<file path="src/gfx_parser_consts.vh">
// Purpose: constants for the command parser status block
// Assumes: apb byte addresses, 32-bit data
// Notes: definitions only
`ifndef GFX_PARSER_CONSTS_VH
`define GFX_PARSER_CONSTS_VH

`define ADDR_ENGINE_CONTROL 12'h000
`define ADDR_PARSER_STATUS 12'h004
`define ADDR_IRQ_STATUS 12'h020
`define ADDR_IRQ_MASK 12'h024

`define CTRL_SEQ_HI 31
`define CTRL_SEQ_LO 16
`define CTRL_ONECOMP_BIT 4
`define CTRL_SEQ_EN_BIT 3
`define CTRL_ABORT_BIT 2
`define CTRL_RESTART_BIT 1
`define CTRL_ENABLE_BIT 0

`define STAT_SEQ_HI 31
`define STAT_SEQ_LO 16
`define STAT_SUB_HI 11
`define STAT_SUB_LO 8
`define STAT_REASON_HI 7
`define STAT_REASON_LO 4
`define STAT_RD_BIT 3
`define STAT_WR_BIT 2
`define STAT_STATE_HI 1
`define STAT_STATE_LO 0

`define SEQ_RESET 16'h0000
`define NIBBLE_RESET 4'h0
`define IRQ_RESET 3'h0

`define REASON_BAD_CMD 4'h1
`define REASON_BAD_ONECOMP 4'h2
`define REASON_BAD_SEQ 4'h3
`define REASON_CMD_CHECK 4'h4
`define REASON_DP_ERR_LAST 4'h7
`define REASON_ABORT_IDLE 4'he
`define REASON_ABORT_EXEC 4'hf

`define STATE_IDLE 2'h0
`define STATE_EXEC 2'h1
`define STATE_STALL 2'h2

`define IRQ_DONE_BIT 0
`define IRQ_ERROR_BIT 1
`define IRQ_ABORT_BIT 2
`define IRQ_WIDTH 3

`endif

</file>
<file path="src/gfx_parser_status.v">
// Purpose: command parser state, error report and path activity, on apb
// Assumes: engine events arrive as one-cycle pulses on pclk
// Notes: irq status and mask words sit after the command info words
// How it works
// - status bits 31:16 hold the expected next sequence, loaded from the control word.
// - each completed command advances the expected sequence by one.
// - for a command-specific failure the subtype nibble names the failed check.
// - a restart clears both the subtype and the reason nibbles.
// - whenever the parser stalls on an error the reason nibble records the cause.
// - reasons 1 to 4 are bad command, bad ones complement, bad sequence, failed check.
// - reasons 5 to 7 are datapath errors and 8 to 13 are never reported.
// - an abort while idle reports reason 14.
// - an abort while executing reports reason 15.
// - the read path flag is 0 only with no reads outstanding and its fifo empty.
// - the write path flag is 0 only with converter, pending and fifos all quiet.
// - while stalled the converter and data fifo are left out of the write flag.
// - bits 1:0 show the state as 0 idle, 1 executing, 2 stalled.
// - a new initial sequence applies only on restart or enable rising.
// - a self-clearing abort stalls the endpoint until software restarts.
// - a self-clearing restart leaves the stall and flushes the pixel path.
//
// Local design decision: register access over APB.
`timescale 1ns/100ps
`include "gfx_parser_consts.vh"
module gfx_parser_status #(
  parameter SEQ_WIDTH = 16
) (
  input wire pclk,
  input wire presetn,
  input wire psel,
  input wire penable,
  input wire pwrite,
  input wire [11:0] paddr,
  input wire [31:0] pwdata,
  output reg [31:0] prdata,
  output reg pready,
  output reg pslverr,
  input wire cmd_start,
  input wire cmd_done,
  input wire err_valid,
  input wire [3:0] err_reason,
  input wire [3:0] err_check,
  input wire rd_outstanding,
  input wire rd_fifo_empty,
  input wire pix_conv_busy,
  input wire cmds_pending,
  input wire cmd_fifo_empty,
  input wire data_fifo_empty,
  output reg engine_run_enable,
  output reg seq_check_en,
  output reg onecomp_check_en,
  output reg endpoint_stall,
  output reg pixel_flush,
  output reg exec_abort,
  output reg irq
);
  reg [15:0] initial_seq_value_q;
  reg [SEQ_WIDTH-1:0] expected_next_seq_q;
  reg [SEQ_WIDTH-1:0] expected_next_seq_d;
  reg [3:0] error_subtype_q;
  reg [3:0] error_subtype_d;
  reg [3:0] error_reason_q;
  reg [3:0] error_reason_d;
  reg [1:0] parser_state_q;
  reg [1:0] parser_state_d;
  reg read_path_active_q;
  reg write_path_active_q;
  reg enable_q;
  reg [`IRQ_WIDTH-1:0] irq_mask_q;
  reg [`IRQ_WIDTH-1:0] irq_event;
  wire [`IRQ_WIDTH-1:0] irq_status;
  wire irq_line;
  wire setup;
  wire access;
  wire wr_ctrl;
  wire wr_mask;
  wire rd_irq;
  wire restart_strobe;
  wire abort_strobe;
  wire enable_rise;
  wire known_addr;
  wire reason_ok;
  wire [31:0] command_parser_status;
  reg rd_act_d;
  reg wr_act_d;
  reg [31:0] rdata_d;

  assign setup = psel & ~penable;
  assign access = psel & penable & pready;
  assign known_addr = (paddr == `ADDR_ENGINE_CONTROL) | (paddr == `ADDR_PARSER_STATUS) |
                      (paddr == `ADDR_IRQ_STATUS) | (paddr == `ADDR_IRQ_MASK);
  assign wr_ctrl = access & pwrite & (paddr == `ADDR_ENGINE_CONTROL);
  assign wr_mask = access & pwrite & (paddr == `ADDR_IRQ_MASK);
  assign rd_irq = access & ~pwrite & (paddr == `ADDR_IRQ_STATUS);

  assign abort_strobe = wr_ctrl & pwdata[`CTRL_ABORT_BIT];
  assign restart_strobe = wr_ctrl & pwdata[`CTRL_RESTART_BIT];
  assign enable_rise = wr_ctrl & pwdata[`CTRL_ENABLE_BIT] & ~enable_q;

  assign reason_ok = (err_reason >= `REASON_BAD_CMD) & (err_reason <= `REASON_DP_ERR_LAST);

  assign command_parser_status = {expected_next_seq_q[15:0], 4'h0, error_subtype_q,
                                  error_reason_q, read_path_active_q, write_path_active_q,
                                  parser_state_q};

  // control word and irq mask: held fields only, strobes never stored
  always @(posedge pclk or negedge presetn) begin
    if (!presetn) begin
      initial_seq_value_q <= `SEQ_RESET;
      enable_q <= 1'b0;
      seq_check_en <= 1'b0;
      onecomp_check_en <= 1'b0;
      irq_mask_q <= `IRQ_RESET;
    end else begin
      if (wr_ctrl) begin
        initial_seq_value_q <= pwdata[`CTRL_SEQ_HI:`CTRL_SEQ_LO];
        enable_q <= pwdata[`CTRL_ENABLE_BIT];
        seq_check_en <= pwdata[`CTRL_SEQ_EN_BIT];
        onecomp_check_en <= pwdata[`CTRL_ONECOMP_BIT];
      end
      if (wr_mask) begin
        irq_mask_q <= pwdata[`IRQ_WIDTH-1:0];
      end
    end
  end

  // parser state, sequence and error report
  always @* begin
    parser_state_d = parser_state_q;
    expected_next_seq_d = expected_next_seq_q;
    error_subtype_d = error_subtype_q;
    error_reason_d = error_reason_q;
    irq_event = {`IRQ_WIDTH{1'b0}};
    case (parser_state_q)
      `STATE_IDLE: begin
        if (err_valid && reason_ok) begin
          parser_state_d = `STATE_STALL;
          error_reason_d = err_reason;
          if (err_reason == `REASON_CMD_CHECK) begin
            error_subtype_d = err_check;
          end
          irq_event[`IRQ_ERROR_BIT] = 1'b1;
        end else if (cmd_start && enable_q) begin
          parser_state_d = `STATE_EXEC;
        end
      end
      `STATE_EXEC: begin
        if (err_valid && reason_ok) begin
          parser_state_d = `STATE_STALL;
          error_reason_d = err_reason;
          if (err_reason == `REASON_CMD_CHECK) begin
            error_subtype_d = err_check;
          end
          irq_event[`IRQ_ERROR_BIT] = 1'b1;
        end else if (cmd_done) begin
          parser_state_d = `STATE_IDLE;
          expected_next_seq_d = expected_next_seq_q + {{(SEQ_WIDTH-1){1'b0}}, 1'b1};
          irq_event[`IRQ_DONE_BIT] = 1'b1;
        end
      end
      `STATE_STALL: begin
        parser_state_d = `STATE_STALL;
      end
      default: begin
        parser_state_d = `STATE_IDLE;
      end
    endcase
    if (abort_strobe && !restart_strobe) begin
      if (parser_state_q == `STATE_IDLE) begin
        parser_state_d = `STATE_STALL;
        error_reason_d = `REASON_ABORT_IDLE;
        irq_event[`IRQ_ABORT_BIT] = 1'b1;
      end else if (parser_state_q == `STATE_EXEC) begin
        parser_state_d = `STATE_STALL;
        error_reason_d = `REASON_ABORT_EXEC;
        error_subtype_d = `NIBBLE_RESET;
        irq_event[`IRQ_ABORT_BIT] = 1'b1;
      end
    end
    if (restart_strobe) begin
      error_subtype_d = `NIBBLE_RESET;
      error_reason_d = `NIBBLE_RESET;
      parser_state_d = `STATE_IDLE;
      irq_event[`IRQ_ERROR_BIT] = 1'b0;
      irq_event[`IRQ_ABORT_BIT] = 1'b0;
      irq_event[`IRQ_DONE_BIT] = 1'b0;
    end
    if (restart_strobe || enable_rise) begin
      expected_next_seq_d = pwdata[`CTRL_SEQ_HI:`CTRL_SEQ_LO];
    end
  end

  // path activity, decided from the next state (parser_state_d)
  always @* begin
    rd_act_d = rd_outstanding | ~rd_fifo_empty;
    if (parser_state_d == `STATE_STALL) begin
      wr_act_d = cmds_pending | ~cmd_fifo_empty;
    end else begin
      wr_act_d = pix_conv_busy | cmds_pending | ~cmd_fifo_empty | ~data_fifo_empty;
    end
  end

  always @(posedge pclk or negedge presetn) begin
    if (!presetn) begin
      parser_state_q <= `STATE_IDLE;
      expected_next_seq_q <= `SEQ_RESET;
      error_subtype_q <= `NIBBLE_RESET;
      error_reason_q <= `NIBBLE_RESET;
      read_path_active_q <= 1'b0;
      write_path_active_q <= 1'b0;
    end else begin
      parser_state_q <= parser_state_d;
      expected_next_seq_q <= expected_next_seq_d;
      error_subtype_q <= error_subtype_d;
      error_reason_q <= error_reason_d;
      read_path_active_q <= rd_act_d;
      write_path_active_q <= wr_act_d;
    end
  end

  // side effects toward the engine
  always @(posedge pclk or negedge presetn) begin
    if (!presetn) begin
      engine_run_enable <= 1'b0;
      endpoint_stall <= 1'b0;
      pixel_flush <= 1'b0;
      exec_abort <= 1'b0;
      irq <= 1'b0;
    end else begin
      engine_run_enable <= wr_ctrl ? pwdata[`CTRL_ENABLE_BIT] : enable_q;
      endpoint_stall <= (parser_state_d == `STATE_STALL);
      pixel_flush <= restart_strobe;
      exec_abort <= abort_strobe & ~restart_strobe;
      irq <= irq_line;
    end
  end

  sticky_irq #(
    .WIDTH(`IRQ_WIDTH)
  ) u_irq (
    .pclk(pclk),
    .presetn(presetn),
    .event_set(irq_event),
    .mask(irq_mask_q),
    .read_clear(rd_irq),
    .status_q(irq_status),
    .irq_q(irq_line)
  );

  // read mux, sampled in the setup cycle
  always @* begin
    rdata_d = 32'h0000_0000;
    case (paddr)
      `ADDR_ENGINE_CONTROL: begin
        rdata_d[`CTRL_SEQ_HI:`CTRL_SEQ_LO] = initial_seq_value_q;
        rdata_d[`CTRL_ONECOMP_BIT] = onecomp_check_en;
        rdata_d[`CTRL_SEQ_EN_BIT] = seq_check_en;
        rdata_d[`CTRL_ENABLE_BIT] = enable_q;
      end
      `ADDR_PARSER_STATUS: begin
        rdata_d = command_parser_status;
      end
      `ADDR_IRQ_STATUS: begin
        rdata_d[`IRQ_WIDTH-1:0] = irq_status;
      end
      `ADDR_IRQ_MASK: begin
        rdata_d[`IRQ_WIDTH-1:0] = irq_mask_q;
      end
      default: begin
        rdata_d = 32'h0000_0000;
      end
    endcase
  end

  // one access cycle per transfer; pready is a flop so it rises in the access phase
  always @(posedge pclk or negedge presetn) begin
    if (!presetn) begin
      pready <= 1'b0;
      pslverr <= 1'b0;
      prdata <= 32'h0000_0000;
    end else begin
      pready <= setup;
      if (setup) begin
        pslverr <= ~known_addr | (pwrite & (paddr == `ADDR_PARSER_STATUS)) |
                   (pwrite & (paddr == `ADDR_IRQ_STATUS));
        prdata <= pwrite ? 32'h0000_0000 : rdata_d;
      end else begin
        pslverr <= 1'b0;
      end
    end
  end

  // note: the irq status word is read before the clear lands, so events in the
  // access cycle stay set for the next read
endmodule

</file>
<file path="src/sticky_irq.v">
// Purpose: sticky event bits with mask and one level interrupt
// Assumes: events are one-cycle pulses on pclk
// Notes: a set in the clearing cycle survives the clear
`timescale 1ns/100ps
module sticky_irq #(
  parameter WIDTH = 3
) (
  input wire pclk,
  input wire presetn,
  input wire [WIDTH-1:0] event_set,
  input wire [WIDTH-1:0] mask,
  input wire read_clear,
  output reg [WIDTH-1:0] status_q,
  output reg irq_q
);
  reg [WIDTH-1:0] status_d;

  always @* begin
    status_d = status_q;
    if (read_clear) begin
      status_d = {WIDTH{1'b0}};
    end
    // set wins over a clear in the same cycle
    status_d = status_d | event_set;
  end

  always @(posedge pclk or negedge presetn) begin
    if (!presetn) begin
      status_q <= {WIDTH{1'b0}};
      irq_q <= 1'b0;
    end else begin
      status_q <= status_d;
      irq_q <= |(status_d & mask);
    end
  end
endmodule

</file>
<file path="config.mk">
export PLATFORM = sky130hd
export DESIGN_NAME = gfx_parser_status
export DESIGN_NICKNAME = d
export VERILOG_FILES = /design/src/gfx_parser_status.v /design/src/sticky_irq.v
export VERILOG_INCLUDE_DIRS = /design/src
export SDC_FILE = /design/constraint.sdc
export NUM_CORES = 1
export LEC_CHECK = 0
export BUFFER_PORTS_ARGS = -buffer_cell sky130_fd_sc_hd__buf_2
export CORE_ASPECT_RATIO = 1.2
export CORE_UTILIZATION = 50
export DETAILED_ROUTE_END_ITERATION = 8
export GPL_ROUTABILITY_DRIVEN = 0
export PLACE_DENSITY = 0.79
export SYNTH_ARGS = -nofsm -noshare
export SYNTH_HDL_FRONTEND = slang
export SYNTH_SLANG_ARGS = --single-unit
</file>
<file path="constraint.sdc">
create_clock -name pclk -period 4.7 [get_ports pclk]
set_input_delay 0.94 -clock pclk [delete_from_list [all_inputs] [get_ports pclk]]
set_output_delay 0.94 -clock pclk [all_outputs]
set_load 0.01 [all_outputs]
</file>
# [Word-level counts from Yosys, hierarchy flattened]
# Index checks and enable logic that the tools add are counted.
[word_totals] out_inout_bits=41 regBits=92 in_bits=66 word_cells=123
[op_classes] n_eq_ne=8 reduce_logical=12 muxes=44 addsub=1 magnitude_cmp=2 n_bitwise=36
[ops] op="16-bit two-way mux" n=4
[ops] op="4-bit two-way mux" n=13
[ops] op="32-bit two-way mux" n=1
[ops] op="16-bit one-hot mux with 2 select lines" n=1
[ops] op="12-bit by 6-bit == test with 1-bit output, second input constant" n=2
[ops] op="16-bit by 1-bit adder with 16-bit output, second input constant" n=1
[ops] op="1-bit bitwise AND" n=16
[ops] op="2-bit two-way mux" n=8
[ops] op="12-bit by 3-bit == test with 1-bit output, second input constant" n=1
[ops] op="12-bit zero test" n=1
[ops] op="2-bit one-hot mux with 3 select lines" n=2
[ops] op="1-bit two-way mux" n=10
[ops] op="1-bit OR" n=10
[ops] op="1-bit NOT" n=8
[ops] op="7-bit two-way mux" n=1
[ops] op="3-bit two-way mux" n=2
[ops] op="2-bit == test, second input constant" n=2
[ops] op="4-bit by 3-bit == test with 1-bit output, second input constant" n=1
[ops] op="4-bit by 1-bit greater-or-equal comparator with 1-bit output, second input constant" n=1
[ops] op="4-bit by 3-bit <= comparator with 1-bit output, second input constant" n=1
[ops] op="1-bit one-hot mux with 4 select lines" n=1
[ops] op="2-bit one-hot mux with 2 select lines" n=1
[ops] op="2-bit nonzero test" n=2
[ops] op="3-bit bitwise AND" n=1
[ops] op="other kinds (10)" n=12

# [Depth between registers and ports, before layout]
# Gate-level depths: netlist of run 1.
[logic_depth] word_depth=12 depth_mapped=8 ltp_nobuf=6

# [Modules after synthesis]
# A second synthesis of run 1 with hierarchy kept.
[hier_totals] cells_unflattened=395 area_unflattened_um2=4111.4
[by_module_without_submodules] module="gfx_parser_status" seq_area_each_um2=2102.0 instances=1 cells_each=384 area_each_um2=3961.3
[by_module_without_submodules] module="sticky_irq" seq_area_each_um2=100.1 instances=1 cells_each=11 area_each_um2=150.1

# [Worst setup path after synthesis of run 1]
# OpenSTA, ideal clock, no wires.
[synth_timing] path_kind="input port to flip-flop" startpoint="in paddr[5]" endpoint="reg initial_seq_value_q[10]" arrival_time_ps=2308 path_stages=6 setup_time_ps=125 t_required_ps=4575 n_path_buf=2 path_slack_ps=2267 cell_sequence="buf_2 nor3b_2 nand4_2 nor2_2 buf_2 mux2_2"
[synth_between] elab_chain_len=2
[synth_rtl] item="start: declaration" line_no="gfx_parser_status.v:33" rtl="input wire [11:0] paddr,"
[synth_rtl] item="12-bit zero test"
[synth_rtl] item="1-bit bitwise AND" line_no="gfx_parser_status.v:92" rtl="assign wr_ctrl = access & pwrite & (paddr == `ADDR_ENGINE_CONTROL);"
[synth_rtl] item="end signal: assignment" line_no="gfx_parser_status.v:109" rtl="initial_seq_value_q <= `SEQ_RESET;"
[synth_rtl] item="end signal: assignment" line_no="gfx_parser_status.v:116" rtl="initial_seq_value_q <= pwdata[`CTRL_SEQ_HI:`CTRL_SEQ_LO];"
[synth_rtl] item="end: declaration" line_no="gfx_parser_status.v:57" rtl="reg [15:0] initial_seq_value_q;"
# No other way between the ends.
# A chain may end at the register's enable or synchronous reset.

# [Worst setup path in the final report of run 1]
[layout_timing] startpoint="in paddr[2]" endpoint="reg expected_next_seq_q[3]"
[layout_between] elab_chain_len=7 elab_cells_between_ends=11 cone_classes="1 x eq/ne; 1 x mux; 4 x bitwise; 5 x reduce/logical"
[layout_rtl] item="12-bit zero test *"
[layout_rtl] item="1-bit bitwise AND *" line_no="gfx_parser_status.v:92"
[layout_rtl] item="1-bit bitwise AND (2 in series)" line_no="gfx_parser_status.v:98" rtl="assign enable_rise = wr_ctrl & pwdata[`CTRL_ENABLE_BIT] & ~enable_q;"
[layout_rtl] item="1-bit logical OR *" line_no="gfx_parser_status.v:188" rtl="if (restart_strobe || enable_rise) begin"
[layout_rtl] item="2-bit by 1-bit inequality test with 1-bit output (no source line) or 2-bit nonzero test (tied branches)"
[layout_rtl] item="3-bit AND reduction (no source line)"
[layout_rtl] item="end signal: assignment" line_no="gfx_parser_status.v:206" rtl="expected_next_seq_q <= `SEQ_RESET;"
[layout_rtl] item="end signal: assignment" line_no="gfx_parser_status.v:213" rtl="expected_next_seq_q <= expected_next_seq_d;"
[layout_rtl] item="end: declaration" line_no="gfx_parser_status.v:58" rtl="reg [SEQ_WIDTH-1:0] expected_next_seq_q;"
# Every way passes the cells marked *; elsewhere a longest branch is shown, timed or not.

==> metrics.md, run 1 <==
| Metric | Value |
|---|---|
| Run status | `finished, final reports clean` |
| Post-detailed-route via-to-cell ratio | `5.71` |
| Share of cells above drive strength 1 | `0.332` |
| Number of primary I/O pins | `107` |
| Initial standard-cell utilization of the core | `0.515` |
| Final hold viol count | `0` |
| Synthesized-area fraction occupied by adder cells | `0.00300` |
| Critical path required time | `4880 ps` |
| Commonest non-fill, non-tap cells in the layout | `90 x buf_2, 88 x dfrtp_1, 37 x nand2_1, 27 x nor2_1, 26 x mux2i_1` |
| Minimum clock period | `2950 ps` |
| Routed length per instance | `16.3 microns` |
| Root Buffer | `clkbuf_8` |
| Internal power consumption | `around 0.0011 W` |
| Die width | `85.4 microns` |
| Global-route met3 utilization | `0.0372` |
| Combinational family with the most area after synthesis | `simple AND/OR/NAND/NOR gates` |
| Net switching power figure | `0.000409 W` |
| Switching power share of the total | `0.266` |
| Top cells by area in the synthesized netlist | `dfrtp_1 53%, mux2i_1 6.2%, mux2_2 5.1%` |
| Clk slew on worst S/H paths | `80 ps` |
| Cells resized by post-CTS repair | `0` |
| Clock Tree Buf Depth | `2` |
| Max-capacitance violation count | `0` |
| Sequential group share of total power | `0.566` |
| Asr flop ratio synth | `1.00` |
| Vias in the first global route | `roughly 3,100` |
| DRC Markers | `0` |
| Main synth FF type | `dfrtp_1` |
| Post-layout net count | `about 520` |
| Most common cell after layout, fill and taps aside | `buf_2` |
| Area occupied by multi-input gates | `1830 sq um` |
| Post-synthesis sequential area ratio | `0.528` |
| Area growth from synthesis to final layout | `15.7%` |
| Vert. Die Dim | `102 microns` |
| Post-route total power | `0.00153 W` |
| Largest net degree at the start of global routing | `89` |
| Area fraction in compound gates after synthesis | `0.134` |
| Inserted Diodes | `0` |
| Type of origin of the critical path | `input pin` |
| Post-CTS Setup Repair Bufs | `0` |
| Cells after Synth | `approximately 380` |
| Global router's overall resource usage | `0.220` |
| Clock skew | `between 10 and 15 ps` |
| Met2 routing resource usage after global routing | `0.369` |
| Cell taking the most area after synthesis | `dfrtp_1` |
| TritonCTS clock tree | `done` |
| Clock power share | `0.318` |
| Post-synthesis mux area share | `0.119` |
| Warnings from Yosys | `0` |
| Share of power burned in combinational logic | `0.115` |
| Total clock buffers created by CTS | `9` |
| Die area | `8720 sq um` |
| Cell area after layout | `4830 sq um` |
| Actual slew at the worst max-slew pin | `~1100 ps` |
| Post-Synthesis Mean Instance Area | `~11 sq um` |
| Final Cycle Share | `0.627` |
| Register cell area after layout | `2200 sq um` |
| Max-slew violation count | `0` |
| TNS Setup | `0 ps` |
| Post-synthesis simple-gate area fraction | `0.145` |
| DRT iter0 DRCs | `199` |
| Min setup slack post-route | `around 1800 ps` |
| Setup CP Type | `in2reg` |
| Setup-failing EPs final | `0` |
| Post-Place Cell Area | `approximately 4600 sq um` |
| Maximum fanout along the worst path | `35` |
| Number of nets with antenna violations after routing | `0` |
| Peak clock frequency supported by timing | `0.339 GHz` |
| Worst Setup End Kind | `register` |
| Synth cell types | `54` |
| RSZ-0062 raised after global routing | `no` |
| Hold_ws | `355 ps` |
| Total power density per cell area | `317 nW/um^2` |
| Static leakage | `2.40 nW` |
| Number of synthesized register bits | `88` |
| Max H-tree Level | `3` |
| Placement row count | `36` |
| GRT Residual Overflow | `0` |
| Area of the placeable core | `8110 sq um` |
| Most used routing layer in global routing | `met2` |
| Worst hold path type | `reg2reg` |
| Pre-antenna DRT Iters | `4` |
| Number of clock sinks seen by CTS | `88` |
| Crit path arrival time | `3130 ps` |
| Wire length of the first global-routing pass | `14.8 mm` |
| Port buffer count | `approximately 90` |
| VDD IR-drop max | `0.186 mV` |
| Hold-fix buffer count after cts | `0` |
| HPWL after detailed placement | `roughly 6.3 mm` |
| Slew headroom | `0.282` |
| Worst-case setup slack after placement | `1430 ps` |
| Total standard cell area after synthesis | `4170 sq um` |
| Worst skew pair latency | `350 ps` |
| Total wirelength of the detailed-routed design | `9.06 mm` |
| Area fraction of the dominant cell type after synthesis | `0.528` |
| Count of flip-flops with a built-in enable after synthesis | `0` |
| Fillers | `690` |
| Via count | `about 3,200` |
| Post-synthesis xor/xnor area fraction | `0.0336` |
| Met1 routing resource usage after global routing | `0.287` |
| Antenna violations before repair | `0` |
==> logic make-up after synthesis <==
logic type               after synthesis
flip-flops                            88
multiplexers                          46
XOR/XNOR                              16
AO/OA/AOI/OAI                         74
adder cells (fa/ha/maj)                1
buffers and inverters                 32
AND/OR/NAND/NOR                      117
other                                  1
==> power groups by stage <==
stage / clock [W] / combinational (W) / sequential (W)
global placement: 0 / 0.000171 / 0.000878
CTS: 0.000497 / 0.000180 / 0.000867
detailed placement: 0 / 0.000179 / 0.000882
finish: 0.000488 / 0.000177 / 0.000868
floorplan: 0 / 0.000127 / 0.000854
global route: 0.000529 / 0.000199 / 0.000877
==> critical path, cell delays in order <==
cell	delay [ps]
buf_2	400
nor3b_2	330
nand4_2	250
or3_1	840
nor2_1	260
a21oi_1	70
==> synth_stat cells, types with 8 or more instances <==
cell and instances:
clkbuf_1 9, o21ai_2 10, xor2_1 11, nand3_1 12
mux2i_1 26, o21ai_0 9, a21oi_1 19, o21ai_1 8
dfrtp_1 88, buf_2 10, mux2_2 19, nor2_1 27
nand2_1 37
==> cell type report <==
class                      count  share of cell area
tap                           95              0.0246
inverter                       7             0.00544
clock buffer                  13              0.0350
multi-input combinational    258               0.378
timing repair buffer          93              0.0979
sequential                    88               0.456
clock inverter                 2             0.00285
==> layer usage <==
metal	vias up	routed length (microns)
li1	1496	-
met1	1565	3970
met2	98	4470
met3	14	471
met4	0	144
met5	-	0
==> worst paths after layout <==
path                                   start                     end  cells after the start  slack, ps
hold reg to reg                  u_irq.irq_q                     irq                      0        360
max in group asynchronous            presetn               prdata[4]                      1       3240
setup reg to reg           parser_state_q[1]      error_subtype_q[1]                      5       2630
min in group asynchronous            presetn              prdata[10]                      1        770
setup / recovery                    paddr[2]  expected_next_seq_q[3]                      6       1750
hold / removal                   u_irq.irq_q                     irq                      0        360
==> metrics by stage <==
step / util / std cells
after floorplan: - / 378
after global placement: 0.573 / 541
after detailed placement: 0.573 / 541
after CTS: 0.596 / 556
after global routing: 0.596 / 556
final: 0.596 / 556
==> flip-flops by register name (all words and copies together), names as in the netlist, 2 cells and up <==
| register | flops |
|---|---|
| error_subtype_q | 4 |
| prdata | 28 |
| expected_next_seq_q | 16 |
| irq_mask_q | 3 |
| error_reason_q | 4 |
| initial_seq_value_q | 16 |
| u_irq.status_q | 3 |
| parser_state_q | 2 |
No activity file was read; power rests on OpenSTA's default activity.
==> run 2: changes to the inputs <==
--- a/config.mk
+++ b/config.mk
@@ -6,12 +6,13 @@
 export SDC_FILE = /design/constraint.sdc
 export NUM_CORES = 1
 export LEC_CHECK = 0
+export ABC_AREA = 1
 export BUFFER_PORTS_ARGS = -buffer_cell sky130_fd_sc_hd__buf_2
 export CORE_ASPECT_RATIO = 1.2
 export CORE_UTILIZATION = 50
 export DETAILED_ROUTE_END_ITERATION = 8
 export GPL_ROUTABILITY_DRIVEN = 0
-export PLACE_DENSITY = 0.79
+export PLACE_DENSITY = 0.78
 export SYNTH_ARGS = -nofsm -noshare
 export SYNTH_HDL_FRONTEND = slang
 export SYNTH_SLANG_ARGS = --single-unit
==> constraint.sdc (replaced) <==
create_clock -name pclk -period 2.9 [get_ports pclk]
set_input_delay 0.58 -clock pclk [delete_from_list [all_inputs] [get_ports pclk]]
set_output_delay 0.58 -clock pclk [all_outputs]
set_load 0.01 [all_outputs]
==> run 2 against run 1 <==
Total power up 81%; register-to-register slack worse by 1500 ps; combinational power rose by 88%; cell count grew 42%; wire length rose by 18%; sequential cell count stayed put; non-clock buffer count is 5 higher; clock skew fell by 0.91 ps; global-route usage rose by 2.9 points.
==> metrics.md, run 2 <==
| Metric | Value |
|---|---|
| Final hold viol count | `0 (unchanged)` |
| DRT iter0 DRCs | `421 (was 199)` |
| Number of nets with antenna violations after routing | `0 (unchanged)` |
| Area of the placeable core | `8610 sq um (was 8110 sq um)` |
| Die area | `9300 sq um (was 8720 sq um)` |
| GRT Residual Overflow | `0 (unchanged)` |
| Post-layout net count | `733 (was 524)` |
| Minimum clock period | `1850 ps` |
| Post-Synthesis Mean Instance Area | `7.72 sq um (was 11.1 sq um)` |
| Cells resized by post-CTS repair | `0 (unchanged)` |
| Number of primary I/O pins | `107 (unchanged)` |
| Worst setup slack for register-to-register paths | `1100 ps (was 2630 ps)` |
| Regs by FF count | `prdata x28, expected_next_seq_q x16, initial_seq_value_q x16 (unchanged)` |
| TritonCTS clock tree | `done (unchanged)` |
| Antenna violations before repair | `0 (unchanged)` |
| Share of power burned in combinational logic | `0.119 (was 0.115)` |
| Routed length per instance | `13.6 microns (was 16.3 microns)` |
| Crit path arrival time | `2090 ps (was 3130 ps)` |
| Worst Setup End Kind | `register (unchanged)` |
| Post-CTS Setup Repair Bufs | `0 (unchanged)` |
| Actual slew at the worst max-slew pin | `881 ps (was 1080 ps)` |
| Largest net degree at the start of global routing | `57 (was 89)` |
| Final Cycle Share | `0.639` |
| RSZ-0062 raised after global routing | `no (unchanged)` |
| Max H-tree Level | `3 (unchanged)` |
| Worst skew pair latency | `370 ps (was 350 ps)` |
| DRC Markers | `0 (unchanged)` |
| Hold-fix buffer count after cts | `0 (unchanged)` |
| Total power density per cell area | `528 nW/um^2 (was 317 nW/um^2)` |
| Inserted Diodes | `0 (unchanged)` |
| Count of flip-flops with a built-in enable after synthesis | `0 (unchanged)` |
| Leading cell type by number of instances after synthesis | `nand2_1 (was dfrtp_1)` |
| Setup-failing EPs final | `0 (unchanged)` |
| Root Buffer | `clkbuf_8 (unchanged)` |
| Total standard cell area after synthesis | `4460 sq um (was 4170 sq um)` |
| Cell taking the most area after synthesis | `dfrtp_1 (unchanged)` |
| Clock power share | `0.386 (was 0.318)` |
| Via count | `4,103 (was 3,173)` |
| Wire length of the first global-routing pass | `17.8 mm (was 14.8 mm)` |
| Worst hold path type | `in2async (was reg2reg)` |
| Global router's overall resource usage | `0.250 (was 0.220)` |
| Number of synthesized register bits | `88 (unchanged)` |
| Number of flip-flops under the largest register name | `28 (unchanged)` |
| Internal power consumption | `0.00207 W (was 0.00112 W)` |
| Run status | `finished, final reports clean (unchanged)` |
| Type of origin of the critical path | `input pin (unchanged)` |
| Static leakage | `2.87 nW (was 2.40 nW)` |
| Most common cell after layout, fill and taps aside | `nand2_1 (was buf_2)` |
| Fillers | `782 (was 690)` |
| Endpoint of the lowest-slack register-to-register path | `error_subtype_q[1] (unchanged)` |
| Commonest non-fill, non-tap cells in the layout | `221 x nand2_1, 90 x buf_2, 88 x dfrtp_1, 52 x inv_1, 47 x nand3_1 (was 90 x buf_2, 88 x dfrtp_1, 37 x nand2_1, 27 x nor2_1, 26 x mux2i_1)` |
| Port buffer count | `91 (unchanged)` |
| Top cells by instance count after synthesis | `221 x nand2_1, 88 x dfrtp_1, 52 x inv_1, 47 x nand3_1, 38 x nor2_1 (was 88 x dfrtp_1, 37 x nand2_1, 27 x nor2_1, 26 x mux2i_1)` |
| Vias in the first global route | `3,941 (was 3,124)` |
| Total clock buffers created by CTS | `9 (unchanged)` |
| Peak clock frequency supported by timing | `0.540 GHz` |
| Register containing the most flip-flops in the final layout | `prdata (unchanged)` |
| Total wirelength of the detailed-routed design | `10.7 mm (was 9.06 mm)` |
| Logic depth of the worst register-to-register path | `5 (unchanged)` |
| Critical path required time | `3140 ps (was 4880 ps)` |
| Post-detailed-route via-to-cell ratio | `5.21 (was 5.71)` |
| Max-capacitance violation count | `0 (unchanged)` |
| Area growth from synthesis to final layout | `18.2% (was 15.7%)` |
| Warnings from Yosys | `0 (unchanged)` |
| Register cell area after layout | `2200 sq um (unchanged)` |
| Main synth FF type | `dfrtp_1 (unchanged)` |
| Pre-antenna DRT Iters | `5 (was 4)` |
| Area occupied by multi-input gates | `1910 sq um (was 1830 sq um)` |
| Net switching power figure | `0.000708 W (was 0.000409 W)` |
| Die width | `88.2 microns (was 85.4 microns)` |
| Clock Tree Buf Depth | `2 (unchanged)` |
| Sequential group share of total power | `0.495 (was 0.566)` |
| Cells after Synth | `577 (was 375)` |
| TNS Setup | `0 ps (unchanged)` |
| Initial standard-cell utilization of the core | `0.518 (was 0.515)` |
| Clock skew | `10.1 ps (was 11.0 ps)` |
| Clk slew on worst S/H paths | `80 ps (about the same)` |
| Share of cells above drive strength 1 | `0.198 (was 0.332)` |
| Top cells by area in the synthesized netlist | `dfrtp_1 49%, nand2_1 19%, nand3_1 5.3% (was dfrtp_1 53%, mux2i_1 6.2%, mux2_2 5.1%)` |
| Asr flop ratio synth | `1.00 (unchanged)` |
| VDD IR-drop max | `0.390 mV (was 0.186 mV)` |
| Post-synthesis sequential area ratio | `0.494 (was 0.528)` |
| Startpoint of the worst register-to-register path | `pready (was parser_state_q[1])` |
| Placement row count | `37 (was 36)` |
| Area fraction of the dominant cell type after synthesis | `0.494 (was 0.528)` |
| Setup CP Type | `in2reg (unchanged)` |
| Number of clock sinks seen by CTS | `88 (unchanged)` |
| Synth cell types | `28 (was 54)` |
| HPWL after detailed placement | `7.62 mm (was 6.28 mm)` |
| Maximum fanout along the worst path | `10 (was 35)` |
| Max-slew violation count | `0 (unchanged)` |
| Switching power share of the total | `0.254 (was 0.266)` |
| Vert. Die Dim | `105 microns (was 102 microns)` |
| Util after Layout | `0.612 (was 0.596)` |
| Slew headroom | `0.412 (was 0.282)` |
run 2: cell types whose count changed in the layout (fill, tap and decap cells not counted), moves of 8 or more:
| cell | before | now |
|---|---|---|
| nand2_1 | 37 | 221 |
| inv_1 | 7 | 52 |
| nand3_1 | 12 | 47 |
| mux2i_1 | 26 | 0 |
| o21ai_0 | 9 | 34 |
| mux2_2 | 19 | 0 |
| nand4_1 | 4 | 21 |
| a21oi_1 | 19 | 5 |
| nor2_1 | 27 | 38 |
| o21ai_2 | 10 | 0 |
| o21ai_1 | 8 | 0 |
run 2: layout make-up:
class                      count  share of cell area
clock buffer                  12              0.0314
clock inverter                 4              0.0188
inverter                      58              0.0413
multi-input combinational    411               0.363
sequential                    88               0.418
tap                          117              0.0278
timing repair buffer          98              0.0993
run 2: through the flow:
stage	power [W]	std cells	hold slack [ps]	cell area (sq um)	setup WS (ps)
2_1_floorplan	0.00159	580	284	4470	1110
3_3_place_gp	0.00171	772	348	5000	754
3_5_place_dp	0.00173	772	347	5000	678
4_1_cts	0.00280	788	282	5270	1080
5_1_grt	0.00290	788	323	5270	906
6_report	0.00278	788	269	5270	1050
run 2: worst max-delay path: stages:
cell and delay [ps]:
buf_2 100, inv_1 70, nand2_1 90, nor2_4 270
nand4_1 350, o21ai_0 510, nor2_1 110
run 2: power by group through the flow:
stage | clock (W) | sequential (W) | combinational [W]
2_1_floorplan | 0 | 0.00139 | 0.000200
3_3_place_gp | 0 | 0.00139 | 0.000320
3_5_place_dp | 0 | 0.00140 | 0.000331
4_1_cts | 0.00109 | 0.00137 | 0.000333
5_1_grt | 0.00114 | 0.00138 | 0.000382
6_report | 0.00107 | 0.00138 | 0.000332
run 2: worst max path at each step:
stage	startpoint	endpoint	slack (ps)	depth (start not counted)
after global placement	paddr[11]	pslverr	750	9
final	paddr[2]	error_subtype_q[1]	1050	7
after CTS	err_reason[0]	expected_next_seq_q[8]	1080	10
after detailed placement	err_reason[0]	expected_next_seq_q[8]	680	10
after global routing	err_reason[0]	expected_next_seq_q[4]	910	10
after floorplan	paddr[11]	expected_next_seq_q[9]	1110	10
run 2: kinds of logic after synthesis:
kind of cell / share of synthesized area
and+or+nand+nor: 0.339
DFF: 0.494
buffers and inverters: 0.0792
AOI/OAI and AO/OA: 0.0601
xor gates and xnor gates: 0.0236
adders and majority gates: 0.00281
other: 0.000841
run 2: routing by layer:
layer,share of wire,global-route usage,vias up
met5,0,0,-
met4,0.024,0.0864,0
met3,0.072,0.0548,25
met2,0.48,0.408,160
met1,0.43,0.324,1906
li1,-,-,2012
